[config.mk]
export PLATFORM = sky130hd
export DESIGN_NAME = sfra_top
export DESIGN_NICKNAME = d
export VERILOG_FILES = /design/src/hdl/sfra_pkg.sv /design/src/hdl/sfra_top.sv
export SDC_FILE = /design/constraint.sdc
export NUM_CORES = 1
export LEC_CHECK = 0
export BUFFER_PORTS_ARGS = -buffer_cell sky130_fd_sc_hd__buf_4
export CORE_ASPECT_RATIO = 0.75
export CORE_MARGIN = 2
export CORE_UTILIZATION = 25
export DETAILED_ROUTE_END_ITERATION = 6
export PLACE_DENSITY = 0.5
export SLEW_MARGIN = 20
export SYNTH_ARGS = -nofsm -noshare
export SYNTH_HDL_FRONTEND = slang
export SYNTH_SLANG_ARGS = --single-unit
[constraint.sdc]
create_clock -name core_clk_i -period 4.14 [get_ports core_clk_i]
set_clock_uncertainty 0.1 [all_clocks]
set_input_delay 0.414 -clock core_clk_i [delete_from_list [all_inputs] [get_ports core_clk_i]]
set_output_delay 0.414 -clock core_clk_i [all_outputs]
set_load 0.02 [all_outputs]
[src/hdl/sfra_pkg.sv]
// Constants shared by the serial field receive adapter
package sfra_pkg;

  // ==========================================================================
  // Register map (byte addresses on the AXI4-Lite slave)
  localparam logic [3:0] ADDR_CMD = 4'h0;
  localparam logic [3:0] ADDR_STATUS = 4'h4;
  localparam logic [3:0] ADDR_DATA = 4'h8;
  localparam logic [3:0] ADDR_CTRL = 4'hC;

  // ==========================================================================
  // Field positions inside the registers
  localparam int CMD_PAR_BIT = 8;
  localparam int CMD_BOC_BIT = 9;
  localparam int RD_PAR_BIT = 8;
  localparam int RD_VALID_BIT = 9;
  localparam int STAT_SVC_BIT = 10;
  localparam int STAT_BUSY_BIT = 11;
  localparam int CTRL_BCZ_BIT = 0;

  // ==========================================================================
  // Channel command codes
  localparam logic [7:0] CMD_TEST_IO = 8'h00;
  localparam logic [7:0] CMD_NOOP = 8'h03;
  localparam logic [7:0] CMD_SENSE = 8'h04;
  localparam logic [6:0] CMD_READ_LOW = 7'h02;
  localparam logic [6:0] CMD_TREAD_LOW = 7'h22;

  // ==========================================================================
  // Serial field layout
  localparam logic [3:0] FIELD_DATA_BITS = 4'hC;
  localparam logic [3:0] FIRST_BIT_COUNT = 4'h1;
  localparam logic [3:0] TAGS_SOM = 4'h8;
  localparam logic [3:0] TAGS_MALF = 4'h1;

  // ==========================================================================
  // Bus responses
  localparam logic [1:0] RESP_OKAY = 2'h0;
  localparam logic [1:0] RESP_SLVERR = 2'h2;

  typedef enum logic [1:0] {
    SFRA_IDLE = 2'b00,
    SFRA_READ = 2'b01,
    SFRA_SENSE = 2'b11
  } sfra_mode_t;

endpackage : sfra_pkg

[src/hdl/sfra_top.sv]
// Serial field receive adapter: field assembly, channel commands, AXI regs
// Function
// - Test I/O returns pending status, else zero
// - Unknown good-parity code: command reject, unit check
// - No-op ends at once with channel/device end
// - Sense requests service, sends sense, then terminates
// - Read commands ignore the modifier bit
// - Ignore data and end before first start
// - First field bit clears tags, counter to one
// - First four bits low byte one, rest byte two
// - Tag order start, end, parity error, malfunction
// - Check field odd parity, flag tag 2
// - Remembered parity error sets tag 3 at end
// - End on bit twelve sets tag 1, clears 0
// - Each channel byte carries generated odd parity
// - Request service, burst byte one then two
// - After end field, wait for new start
// - Read ends on zero byte count service or on overrun
// - Second start restarts, partial field dropped
// - Abnormal last field sends both bytes or none
// - Overrun sets unit check, overrun, terminates read
// - Misplaced end makes tags 0001, bytes still sent
// - Overrun when bit twelve finds bytes untaken
// - Status bits 4 5 6, cleared when taken
// - Sense bits 0 2 5, others unused
`timescale 1ns/1ns

module sfra_top (
  input wire logic core_clk_i,
  input wire logic srst_i,
  input wire logic ce_i,
  input wire logic som_line_i,
  input wire logic eom_line_i,
  input wire logic data_line_i,
  input wire logic strobe_line_i,
  input wire logic [3:0] s_axi_awaddr_i,
  input wire logic s_axi_awvalid_i,
  output logic s_axi_awready_o,
  input wire logic [31:0] s_axi_wdata_i,
  input wire logic [3:0] s_axi_wstrb_i,
  input wire logic s_axi_wvalid_i,
  output logic s_axi_wready_o,
  output logic [1:0] s_axi_bresp_o,
  output logic s_axi_bvalid_o,
  input wire logic s_axi_bready_i,
  input wire logic [3:0] s_axi_araddr_i,
  input wire logic s_axi_arvalid_i,
  output logic s_axi_arready_o,
  output logic [31:0] s_axi_rdata_o,
  output logic [1:0] s_axi_rresp_o,
  output logic s_axi_rvalid_o,
  input wire logic s_axi_rready_i,
  output logic svc_req_o
);

  // ==========================================================================
  // State
  typedef struct packed {
    logic [1:0] som_s;
    logic [1:0] eom_s;
    logic [1:0] dat_s;
    logic [2:0] stb_s;
    sfra_pkg::sfra_mode_t mode;
    logic active;
    logic [3:0] cnt;
    logic [3:0] tag;
    logic [11:0] shf;
    logic som_fld;
    logic end_msg;
    logic msg_err;
    logic [7:0] b1;
    logic [7:0] b2;
    logic pend;
    logic idx;
    logic ovr_wait;
    logic ce_de;
    logic uc;
    logic sn_rej;
    logic sn_boc;
    logic sn_ovr;
    logic bcz;
    logic aw_got;
    logic [3:0] aw_addr;
    logic w_got;
    logic [9:0] wdata;
    logic [1:0] wstrb;
    logic awready;
    logic wready;
    logic bvalid;
    logic [1:0] bresp;
    logic arready;
    logic rvalid;
    logic [31:0] rdata;
    logic [1:0] rresp;
    logic svc_req;
  } sfra_state_t;

  sfra_state_t state_reg;
  sfra_state_t state_next;

  // Odd parity bit for a byte
  function automatic logic sfra_odd_par(input logic [7:0] b);
    sfra_odd_par = ~(^b);
  endfunction : sfra_odd_par

  // Bit 0 of the channel numbering is the byte's most significant bit
  function automatic logic [7:0] sfra_status_byte(input sfra_state_t s);
    sfra_status_byte = {4'h0, s.ce_de, s.ce_de, s.uc, 1'b0};
  endfunction : sfra_status_byte

  function automatic logic [7:0] sfra_sense_byte(input sfra_state_t s);
    sfra_sense_byte = {s.sn_rej, 1'b0, s.sn_boc, 2'b00, s.sn_ovr,
                       2'b00};
  endfunction : sfra_sense_byte

  always_comb begin
    logic stb_edge;
    logic bit_d;
    logic bit_som;
    logic bit_eom;
    logic fire;
    logic [7:0] code;
    logic [7:0] byte_out;
    logic perr;
    logic [3:0] tg;
    stb_edge = 1'b0;
    bit_d = 1'b0;
    bit_som = 1'b0;
    bit_eom = 1'b0;
    fire = 1'b0;
    code = 8'h00;
    byte_out = 8'h00;
    perr = 1'b0;
    tg = 4'h0;
    state_next = state_reg;

    // ========================================================================
    // Line synchronisers; edge found on the second and third strobe stages
    state_next.som_s = {state_reg.som_s[0], som_line_i};
    state_next.eom_s = {state_reg.eom_s[0], eom_line_i};
    state_next.dat_s = {state_reg.dat_s[0], data_line_i};
    state_next.stb_s = {state_reg.stb_s[1:0], strobe_line_i};
    stb_edge = state_reg.stb_s[1] & ~state_reg.stb_s[2];
    bit_d = state_reg.dat_s[1];
    bit_som = state_reg.som_s[1];
    bit_eom = state_reg.eom_s[1];

    // Status read clears first, so a write in the same cycle still sets
    if (s_axi_arvalid_i && state_reg.arready &&
        s_axi_araddr_i == sfra_pkg::ADDR_STATUS) begin
      state_next.ce_de = 1'b0;
      state_next.uc = 1'b0;
    end

    // ========================================================================
    // AXI4-Lite write channel
    if (s_axi_awvalid_i && state_reg.awready) begin
      state_next.aw_got = 1'b1;
      state_next.aw_addr = s_axi_awaddr_i;
    end
    if (s_axi_wvalid_i && state_reg.wready) begin
      state_next.w_got = 1'b1;
      state_next.wdata = s_axi_wdata_i[9:0];
      state_next.wstrb = s_axi_wstrb_i[1:0];
    end
    if (state_reg.bvalid && s_axi_bready_i) begin
      state_next.bvalid = 1'b0;
    end
    fire = state_reg.aw_got & state_reg.w_got & ~state_reg.bvalid;
    if (fire) begin
      state_next.aw_got = 1'b0;
      state_next.w_got = 1'b0;
      state_next.bvalid = 1'b1;
      state_next.bresp = sfra_pkg::RESP_OKAY;
      code = state_reg.wdata[7:0];
      unique case (state_reg.aw_addr)
        sfra_pkg::ADDR_CMD: begin
          if (state_reg.wstrb == 2'b11) begin
            if (state_reg.wdata[sfra_pkg::CMD_BOC_BIT] ||
                (^state_reg.wdata[8:0]) == 1'b0) begin
              // Parity fault on the command: ignored, sense kept bit 2 only
              state_next.sn_boc = 1'b1;
              state_next.sn_rej = 1'b0;
              state_next.sn_ovr = 1'b0;
              state_next.uc = 1'b1;
            end else if (code == sfra_pkg::CMD_TEST_IO) begin
              state_next.mode = state_reg.mode;
            end else if (code == sfra_pkg::CMD_NOOP) begin
              state_next.ce_de = 1'b1;
              state_next.mode = sfra_pkg::SFRA_IDLE;
            end else if (code == sfra_pkg::CMD_SENSE) begin
              state_next.mode = sfra_pkg::SFRA_SENSE;
              state_next.idx = 1'b0;
            end else if (code[6:0] == sfra_pkg::CMD_READ_LOW ||
                         code[6:0] == sfra_pkg::CMD_TREAD_LOW) begin
              // Modifier bit ignored; test read runs the normal path here
              state_next.mode = sfra_pkg::SFRA_READ;
              state_next.active = 1'b0;
              state_next.pend = 1'b0;
              state_next.idx = 1'b0;
              state_next.ovr_wait = 1'b0;
              state_next.sn_rej = 1'b0;
              state_next.sn_boc = 1'b0;
              state_next.sn_ovr = 1'b0;
            end else begin
              state_next.sn_rej = 1'b1;
              state_next.sn_boc = 1'b0;
              state_next.sn_ovr = 1'b0;
              state_next.uc = 1'b1;
            end
          end
        end
        sfra_pkg::ADDR_CTRL: begin
          if (state_reg.wstrb[0]) begin
            state_next.bcz = state_reg.wdata[sfra_pkg::CTRL_BCZ_BIT];
          end
        end
        sfra_pkg::ADDR_STATUS, sfra_pkg::ADDR_DATA: begin
          state_next.bresp = sfra_pkg::RESP_SLVERR;
        end
        default: begin
          state_next.bresp = sfra_pkg::RESP_SLVERR;
        end
      endcase
    end

    // ========================================================================
    // AXI4-Lite read channel; reads of STATUS and DATA have side effects
    if (state_reg.rvalid && s_axi_rready_i) begin
      state_next.rvalid = 1'b0;
    end
    if (s_axi_arvalid_i && state_reg.arready) begin
      state_next.rvalid = 1'b1;
      state_next.rresp = sfra_pkg::RESP_OKAY;
      state_next.rdata = 32'h0000_0000;
      unique case (s_axi_araddr_i)
        sfra_pkg::ADDR_STATUS: begin
          byte_out = sfra_status_byte(state_reg);
          state_next.rdata[7:0] = byte_out;
          state_next.rdata[sfra_pkg::RD_PAR_BIT] = sfra_odd_par(byte_out);
          state_next.rdata[sfra_pkg::STAT_SVC_BIT] = state_reg.svc_req;
          state_next.rdata[sfra_pkg::STAT_BUSY_BIT] =
            (state_reg.mode != sfra_pkg::SFRA_IDLE);
        end
        sfra_pkg::ADDR_DATA: begin
          if (state_reg.mode == sfra_pkg::SFRA_SENSE) begin
            byte_out = sfra_sense_byte(state_reg);
            state_next.rdata[7:0] = byte_out;
            state_next.rdata[sfra_pkg::RD_PAR_BIT] = sfra_odd_par(byte_out);
            state_next.rdata[sfra_pkg::RD_VALID_BIT] = 1'b1;
            state_next.ce_de = 1'b1;
            state_next.mode = sfra_pkg::SFRA_IDLE;
          end else if (state_reg.mode == sfra_pkg::SFRA_READ &&
                       state_reg.pend) begin
            if (!state_reg.idx && state_reg.bcz) begin
              // Count gone to zero: no byte moves, the read ends
              state_next.ce_de = 1'b1;
              state_next.mode = sfra_pkg::SFRA_IDLE;
              state_next.pend = 1'b0;
              state_next.active = 1'b0;
            end else begin
              byte_out = state_reg.idx ? state_reg.b2 : state_reg.b1;
              state_next.rdata[7:0] = byte_out;
              state_next.rdata[sfra_pkg::RD_PAR_BIT] =
                sfra_odd_par(byte_out);
              state_next.rdata[sfra_pkg::RD_VALID_BIT] = 1'b1;
              state_next.idx = ~state_reg.idx;
              if (state_reg.idx) begin
                state_next.pend = 1'b0;
              end
            end
          end
        end
        sfra_pkg::ADDR_CMD: begin
          state_next.rdata[7:0] = sfra_sense_byte(state_reg);
        end
        sfra_pkg::ADDR_CTRL: begin
          state_next.rdata[sfra_pkg::CTRL_BCZ_BIT] = state_reg.bcz;
        end
        default: begin
          state_next.rresp = sfra_pkg::RESP_SLVERR;
        end
      endcase
    end

    // ========================================================================
    // Field assembly, one step per detected strobe edge
    if (state_reg.mode == sfra_pkg::SFRA_READ && stb_edge) begin
      if (bit_som) begin
        // Any start resets the assembly; partial data is dropped
        state_next.active = 1'b1;
        state_next.cnt = sfra_pkg::FIRST_BIT_COUNT;
        state_next.tag = sfra_pkg::TAGS_SOM;
        state_next.shf = {11'h000, bit_d};
        state_next.som_fld = 1'b1;
        state_next.end_msg = 1'b0;
        state_next.msg_err = 1'b0;
      end else if (state_reg.active) begin
        if (state_reg.cnt == 4'h0) begin
          state_next.cnt = sfra_pkg::FIRST_BIT_COUNT;
          state_next.tag = 4'h0;
          state_next.shf = {11'h000, bit_d};
          state_next.som_fld = 1'b0;
        end else if (state_reg.cnt < sfra_pkg::FIELD_DATA_BITS) begin
          state_next.shf = {state_reg.shf[10:0], bit_d};
          state_next.cnt = state_reg.cnt + 4'h1;
          if (state_reg.cnt == sfra_pkg::FIELD_DATA_BITS - 4'h1) begin
            if (bit_eom && !state_reg.som_fld) begin
              state_next.tag = {1'b0, 1'b1, state_reg.tag[1:0]};
              state_next.end_msg = 1'b1;
            end else if (bit_eom) begin
              state_next.tag = sfra_pkg::TAGS_MALF;
              state_next.end_msg = 1'b1;
            end
            if (state_reg.pend) begin
              // Untaken bytes: new field lost, read ends once drained
              state_next.sn_ovr = 1'b1;
              state_next.ovr_wait = 1'b1;
              state_next.active = 1'b0;
            end
          end else if (bit_eom) begin
            state_next.tag = sfra_pkg::TAGS_MALF;
          end
        end else begin
          // Thirteenth bit is the field parity
          perr = ~(^{state_reg.shf, bit_d});
          tg = state_reg.tag;
          if (tg != sfra_pkg::TAGS_MALF) begin
            tg[1] = perr;
          end
          if (state_reg.end_msg && (state_reg.msg_err | perr)) begin
            tg[0] = 1'b1;
          end
          state_next.msg_err = state_reg.msg_err | perr;
          state_next.b1 = {tg[3], tg[2], tg[1], tg[0],
                           state_reg.shf[11:8]};
          state_next.b2 = state_reg.shf[7:0];
          state_next.pend = 1'b1;
          state_next.idx = 1'b0;
          state_next.cnt = 4'h0;
          if (state_reg.end_msg) begin
            state_next.active = 1'b0;
          end
        end
      end
    end

    // ========================================================================
    // Overrun termination after the previous field has fully drained
    if (state_reg.ovr_wait && !state_next.pend &&
        state_next.mode == sfra_pkg::SFRA_READ) begin
      state_next.uc = 1'b1;
      state_next.ce_de = 1'b1;
      state_next.mode = sfra_pkg::SFRA_IDLE;
      state_next.ovr_wait = 1'b0;
    end

    state_next.svc_req = state_next.mode == sfra_pkg::SFRA_SENSE ||
      (state_next.mode == sfra_pkg::SFRA_READ && state_next.pend);
    state_next.awready = ~state_next.aw_got & ~state_next.bvalid;
    state_next.wready = ~state_next.w_got & ~state_next.bvalid;
    state_next.arready = ~state_next.rvalid;
  end

  always_ff @(posedge core_clk_i) begin
    if (srst_i) begin
      state_reg <= '0;
    end else if (ce_i) begin
      state_reg <= state_next;
    end
  end

  assign s_axi_awready_o = state_reg.awready;
  assign s_axi_wready_o = state_reg.wready;
  assign s_axi_bresp_o = state_reg.bresp;
  assign s_axi_bvalid_o = state_reg.bvalid;
  assign s_axi_arready_o = state_reg.arready;
  assign s_axi_rdata_o = state_reg.rdata;
  assign s_axi_rresp_o = state_reg.rresp;
  assign s_axi_rvalid_o = state_reg.rvalid;
  assign svc_req_o = state_reg.svc_req;

endmodule : sfra_top

# --- Word level (Yosys, flattened, before mapping) ---
# Index checks and enable logic that the tools add are counted.
classes:
  add_sub_neg: 1
  order_cmp: 1
  n_eq_ne: 22
  mux: 101
  n_bitwise: 21
  n_reduce_logical: 51
op_table:
  columns: ["cell", "count"]
  rows:
  - ["43-bit two-way mux", 2]
  - ["1-bit two-way mux", 44]
  - ["3-bit two-way mux", 14]
  - ["10-bit two-way mux", 4]
  - ["19-bit two-way mux", 2]
  - ["35-bit two-way mux", 1]
  - ["8-bit two-way mux", 4]
  - ["4-bit two-way mux", 7]
  - ["2-bit two-way mux", 13]
  - ["24-bit two-way mux", 1]
  - ["8-bit parity", 3]
  - ["21-bit two-way mux", 1]
  - ["7-bit case mux with 3 select lines", 1]
  - ["20-bit two-way mux", 1]
  - ["4-bit == test, second input constant", 4]
  - ["16-bit two-way mux", 1]
  - ["1-bit NOT", 15]
  - ["1-bit logical AND", 14]
  - ["7-bit AND reduction", 2]
  - ["13-bit two-way mux", 1]
  - ["13-bit parity", 1]
  - ["4-bit zero test", 3]
  - ["4-bit AND reduction", 3]
  - ["5-bit two-way mux", 2]
  - ["27 further kinds", 53]
totals:
  ff_bits: 100
  input_bits: 56
  output_inout_bits: 42
  elab_cells: 235

# --- Logic depth before layout (Yosys ltp) ---
depth:
  ltp_word: 29
  depth_mapped: 9
  ltp_nobuf: 9

# --- Least setup slack after synthesis ---
# No wires, ideal clock.
synth_path:
  path_kind: "reg2reg"
  from: "reg state_reg[46] in the netlist's numbering"
  to: "reg state_reg[109] in the netlist's numbering"
  setup_ns: 0.131
  arrival_ns: 2.040
  required_ns: 3.909
  setup_slack_ns: 1.870
  path_stages_with_launch: 10
  path_buffers: 0
  period_less_slack_ns: 2.270
  cell_sequence: "dfxtp_1 > inv_1 > ha_1 > xnor3_1 > xor2_2 > nor4_4 > a2bb2oi_2 > nand3_2 > a21oi_1 > nor3_2"
synth_between:
  elab_chain_len: 25
  word_cells_on_any_way: 46
  cone_classes: "eq/ne: 5; mux: 33; bitwise: 1; reduce/logical: 7"
synth_lines:
  columns: ["item", "line", "rtl"]
  rows:
  - ["start: declaration", "sfra_top.sv:98", "sfra_state_t state_reg;"]
  - ["start signal: assignment", "sfra_top.sv:369", "state_reg <= state_next;"]
  - ["7-bit by 2-bit == test with 1-bit output / 7-bit by 6-bit == test with 1-bit output (equally long branches)", "sfra_top.sv:194, sfra_top.sv:195", null]
  - ["1-bit logical OR", "sfra_top.sv:194", "end else if (code[6:0] == sfra_pkg::CMD_READ_LOW ||"]
  - ["3-bit two-way mux", "sfra_top.sv:194", null]
  - ["1-bit two-way mux", "sfra_top.sv:191", "end else if (code == sfra_pkg::CMD_SENSE) begin"]
  - ["3-bit two-way mux", "sfra_top.sv:188", "end else if (code == sfra_pkg::CMD_NOOP) begin"]
  - ["8-bit two-way mux", "sfra_top.sv:186", "end else if (code == sfra_pkg::CMD_TEST_IO) begin"]
  - ["4-bit two-way mux", "sfra_top.sv:179", "if (state_reg.wdata[sfra_pkg::CMD_BOC_BIT] ||"]
  - ["8-bit two-way mux", "sfra_top.sv:178", "if (state_reg.wstrb == 2'b11) begin"]
  - ["[... 8 more ...]", null, null]
  - ["19-bit two-way mux", "sfra_top.sv:304", "end else if (state_reg.cnt < sfra_pkg::FIELD_DATA_BITS) begin"]
  - ["21-bit two-way mux", "sfra_top.sv:299", "if (state_reg.cnt == 4'h0) begin"]
  - ["43-bit two-way mux", "sfra_top.sv:298", "end else if (state_reg.active) begin"]
  - ["19-bit two-way mux", "sfra_top.sv:289", "if (bit_som) begin"]
  - ["43-bit two-way mux", "sfra_top.sv:288", "if (state_reg.mode == sfra_pkg::SFRA_READ && stb_edge) begin"]
  - ["1-bit zero test", "sfra_top.sv:350", "if (state_reg.ovr_wait && !state_next.pend &&"]
  - ["1-bit logical AND (2 in series)", "sfra_top.sv:350", null]
  - ["2-bit two-way mux *", "sfra_top.sv:350", null]
# Every way passes the cells marked *; elsewhere a longest branch is shown, timed or not. The select of a mux whose other input is x is not followed.
# A chain may end at the register's enable or synchronous reset.

# --- Final worst setup path ---
layout_path:
  from: "reg state_reg[46] in the netlist's numbering"
  to: "reg state_reg[65] in the netlist's numbering"
layout_between:
  elab_chain_len: 25
  word_cells_on_any_way: 52
  cone_classes: "eq/ne: 5; mux: 39; bitwise: 1; reduce/logical: 7"
layout_lines:
  columns: ["item", "line"]
  rows:
  - ["7-bit by 2-bit == test with 1-bit output / 7-bit by 6-bit == test with 1-bit output (equally long branches)", "sfra_top.sv:194, sfra_top.sv:195"]
  - ["1-bit logical OR", "sfra_top.sv:194"]
  - ["3-bit two-way mux", "sfra_top.sv:194"]
  - ["1-bit two-way mux", "sfra_top.sv:191"]
  - ["3-bit two-way mux", "sfra_top.sv:188"]
  - ["8-bit two-way mux", "sfra_top.sv:186"]
  - ["4-bit two-way mux", "sfra_top.sv:179"]
  - ["8-bit two-way mux", "sfra_top.sv:178"]
  - ["[... 8 more ...]", null]
  - ["19-bit two-way mux", "sfra_top.sv:304"]
  - ["21-bit two-way mux", "sfra_top.sv:299"]
  - ["43-bit two-way mux", "sfra_top.sv:298"]
  - ["19-bit two-way mux", "sfra_top.sv:289"]
  - ["43-bit two-way mux", "sfra_top.sv:288"]
  - ["1-bit zero test", "sfra_top.sv:350"]
  - ["1-bit logical AND (2 in series)", "sfra_top.sv:350"]
  - ["3-bit two-way mux *", "sfra_top.sv:350"]
# Marks and branches as above.

==> summary.txt <==
Clocking
  – Max Root-Sink Buffers: 2
  – CTS tree: yes
  – TritonCTS sink count: 98
  – H-tree Lvls: 3
  – Worst-Skew Late Latency: 340 ps
  – Clock Pin Slew Worst Setup and Hold Paths: 70 ps
  – CTS resizes: 0
  – Hold bufs inserted after CTS: 0
  – Clk root buf: clkbuf_16
  – Post-CTS setup buffers: 0
  – CTS Buf Count: 9

Worst setup path
  – Element type at the critical path end: register
  – CP arrival: 2640 ps
  – FF-to-FF Start: state_reg[46]
  – Worst Path Required: 4230 ps
  – Critical path origin: state_reg[46]
  – CP Class: reg2reg
  – CP Max Fanout: 5
  – Cell Chain, Critical Path: inv_1 -> ha_1 -> xnor3_1 -> xor2_2 -> nor4b_2 -> a2bb2oi_2 -> nand3_2 -> o211a_1 -> a211oi_2
  – Slowest stage delay, CP: 440 ps
  – Worst Setup Start Kind: register
  – Worst path slowest cell: nor4b_2

Place
  – # port buffers: 51
  – Routability cong.: 0.778
  – Area post-placement: 5430 sq um
  – DP HPWL: 8720 um

Logic synthesis
  – Yosys top cell area share: 38.9%
  – Yosys warnings: 0
  – Ys async rst share: 0%
  – Syn avg cell area: 8.16 sq um
  – Ys flop type: dfxtp_1
  – Seq cells post-synth: 98
  – Post-synthesis instance total: 618
  – Netlist Area Pre-Place: 5040 sq um
  – Distinct cells, synth: 65
  – Largest area contributor in the netlist: dfxtp_1
  – Sequential area share after synthesis: 38.9%
  – Post-synth EDFFs: 0
  – Synth area leaders: dfxtp_1 39%, nand2_1 7.4%, a21oi_1 6.7%, buf_4 5.5%, mux2i_1 4.8%

Floorplan
  – Die Ht: 127 um
  – # IOs: 98
  – Die Wd: 168 um
  – Placeable Area: 19,500 sq um
  – Number of core rows: 44
  – Die ar.: 21,300 sq um
  – Initial Util: 25.8%

Global route
  – Remaining Overflow, GRT: 0
  – Vias in the first global route: 3,843
  – Largest net degree at the start of global routing: 75
  – Antenna violations before repair: 0
  – First-pass GRT wire length: 20,100 um
  – GRT Total Usage: 11.6%

Cells and area
  – Largest register FFs: 73
  – Commonest non-fill, non-tap cell in the layout: nand2_1
  – Most frequent cells in the layout: 99 x nand2_1, 98 x dfxtp_1, 67 x a21oi_1, 52 x buf_4, 50 x nor2_1
  – Share of cells above drive strength 1: 12.8%
  – Final Cell Area: 5760 sq um
  – Ant diodes: 0
  – Synth-to-layout area growth: 14.3%
  – NumNets Final: 702

Detailed routing
  – Vias: 4,096
  – Via density: 4.58
  – Post-Route WL: 11,900 um
  – Initial drt markers: 295
  – Residual DRC: 0
  – 1st-pass router iterations: 4
  – Final ANT Viol Nets: 0
  – Wirelength per Cell: 13.4 um

Min path
  – Worst hold-check path type: in2reg
  – Hold path start: s_axi_awaddr_i[0]

Power
  – Worst vdd rail ir drop: 0.205 mV
  – PD cells: 355 nW/um^2
  – Leak: 2.12 nW
  – Final total power: 2.04 mW

STA
  – Period minus WS final: 2540 ps
  – # setup viols final: 0
  – Final TNS setup: 0 ps
  – Crit share post-route: 61.5%
  – Final hold violation count: 0
  – Final Max Tran Viols: 0
  – RSZ-0062 raised after global routing: false
  – Relative slew slack: 32.1%
  – Fmax: 0.393 GHz
  – Slew @ Worst Pin: 1020 ps

Flow run
  – Max cap viols: 0

Outcome
  – Run status: finished clean
==> path summary, 6_finish.rpt <==
path                   endpoint  slack, ps  cells past startpoint
hold reg to reg   state_reg[43]        350                      2
hold / removal    state_reg[55]        210                      3
setup reg to reg  state_reg[65]       1600                      9
setup / recovery  state_reg[65]       1600                      9
==> worst max-delay path, delay by kind of cell, from the launching register on <==
| kind | cells | cell delay [ps] |
|---|---|---|
| simple gates | 2 | 580 |
| xor+xnor | 2 | 670 |
| buf+inv | 1 | 50 |
| compound gates | 3 | 340 |
| fa+ha+maj | 1 | 300 |
| flops | 1 | 360 |
==> kinds of logic after synthesis <==
logic type	count (synthesis)	synth area share, %
simple gates	233	22.3
compound gates	137	16.7
flops	98	38.9
buf+inv	86	9.31
xor+xnor	28	5.29
mux	25	4.99
fa+ha+maj	10	2.48
other cells	1	0.0744
==> synth_stat cells (4+ instances only) <==
master / number
nand2_1: 99
dfxtp_1: 98
a21oi_1: 67
nor2_1: 50
buf_4: 37
mux2i_1: 24
nand3_1: 24
clkbuf_1: 21
inv_1: 19
xnor2_1: 19
o21ai_0: 14
ha_1: 10
nor3_1: 10
nand4_1: 9
a211oi_1: 7
a22oi_1: 7
and2_1: 7
o21ai_1: 7
xor2_1: 7
nor3b_1: 6
and3_1: 5
buf_2: 5
o211ai_1: 5
and3b_1: 4
==> per-layer routing <==
layer	up-vias	wire (um)	global-route usage (%)
li1	2115	-	-
met1	1886	6700	18.1
met2	86	4480	15.4
met3	9	659	3.25
met4	0	95	2.97
met5	-	0	0
==> through the flow <==
| step | util [%] | worst slack [ps] | hold WS [ps] | cells |
|---|---|---|---|---|
| floorplan | - | 1870 | 322 | 639 |
| global placement | 27.8 | 1520 | 344 | 878 |
| detailed placement | 27.8 | 1520 | 346 | 878 |
| CTS | 29.5 | 1600 | 199 | 894 |
| global route | 29.5 | 1380 | 204 | 894 |
| finish | 29.5 | 1600 | 207 | 894 |
==> power by group <==
part | internal (mW) | switching, mW
registers | 0.956 | 0.0129
clock network | 0.563 | 0.360
logic | 0.0546 | 0.0976
==> area by class of cell <==
type,instances,area (sq um)
Multi-Input combinational cell,455,2690
Clock inverter,4,73.8
Sequential cell,98,1960
Inverter,20,75.1
Clock buffer,12,256
Tap cell,253,317
Timing Repair Buffer,52,390
Fill cell,2139,13800
(Power assumes the default switching activity.)
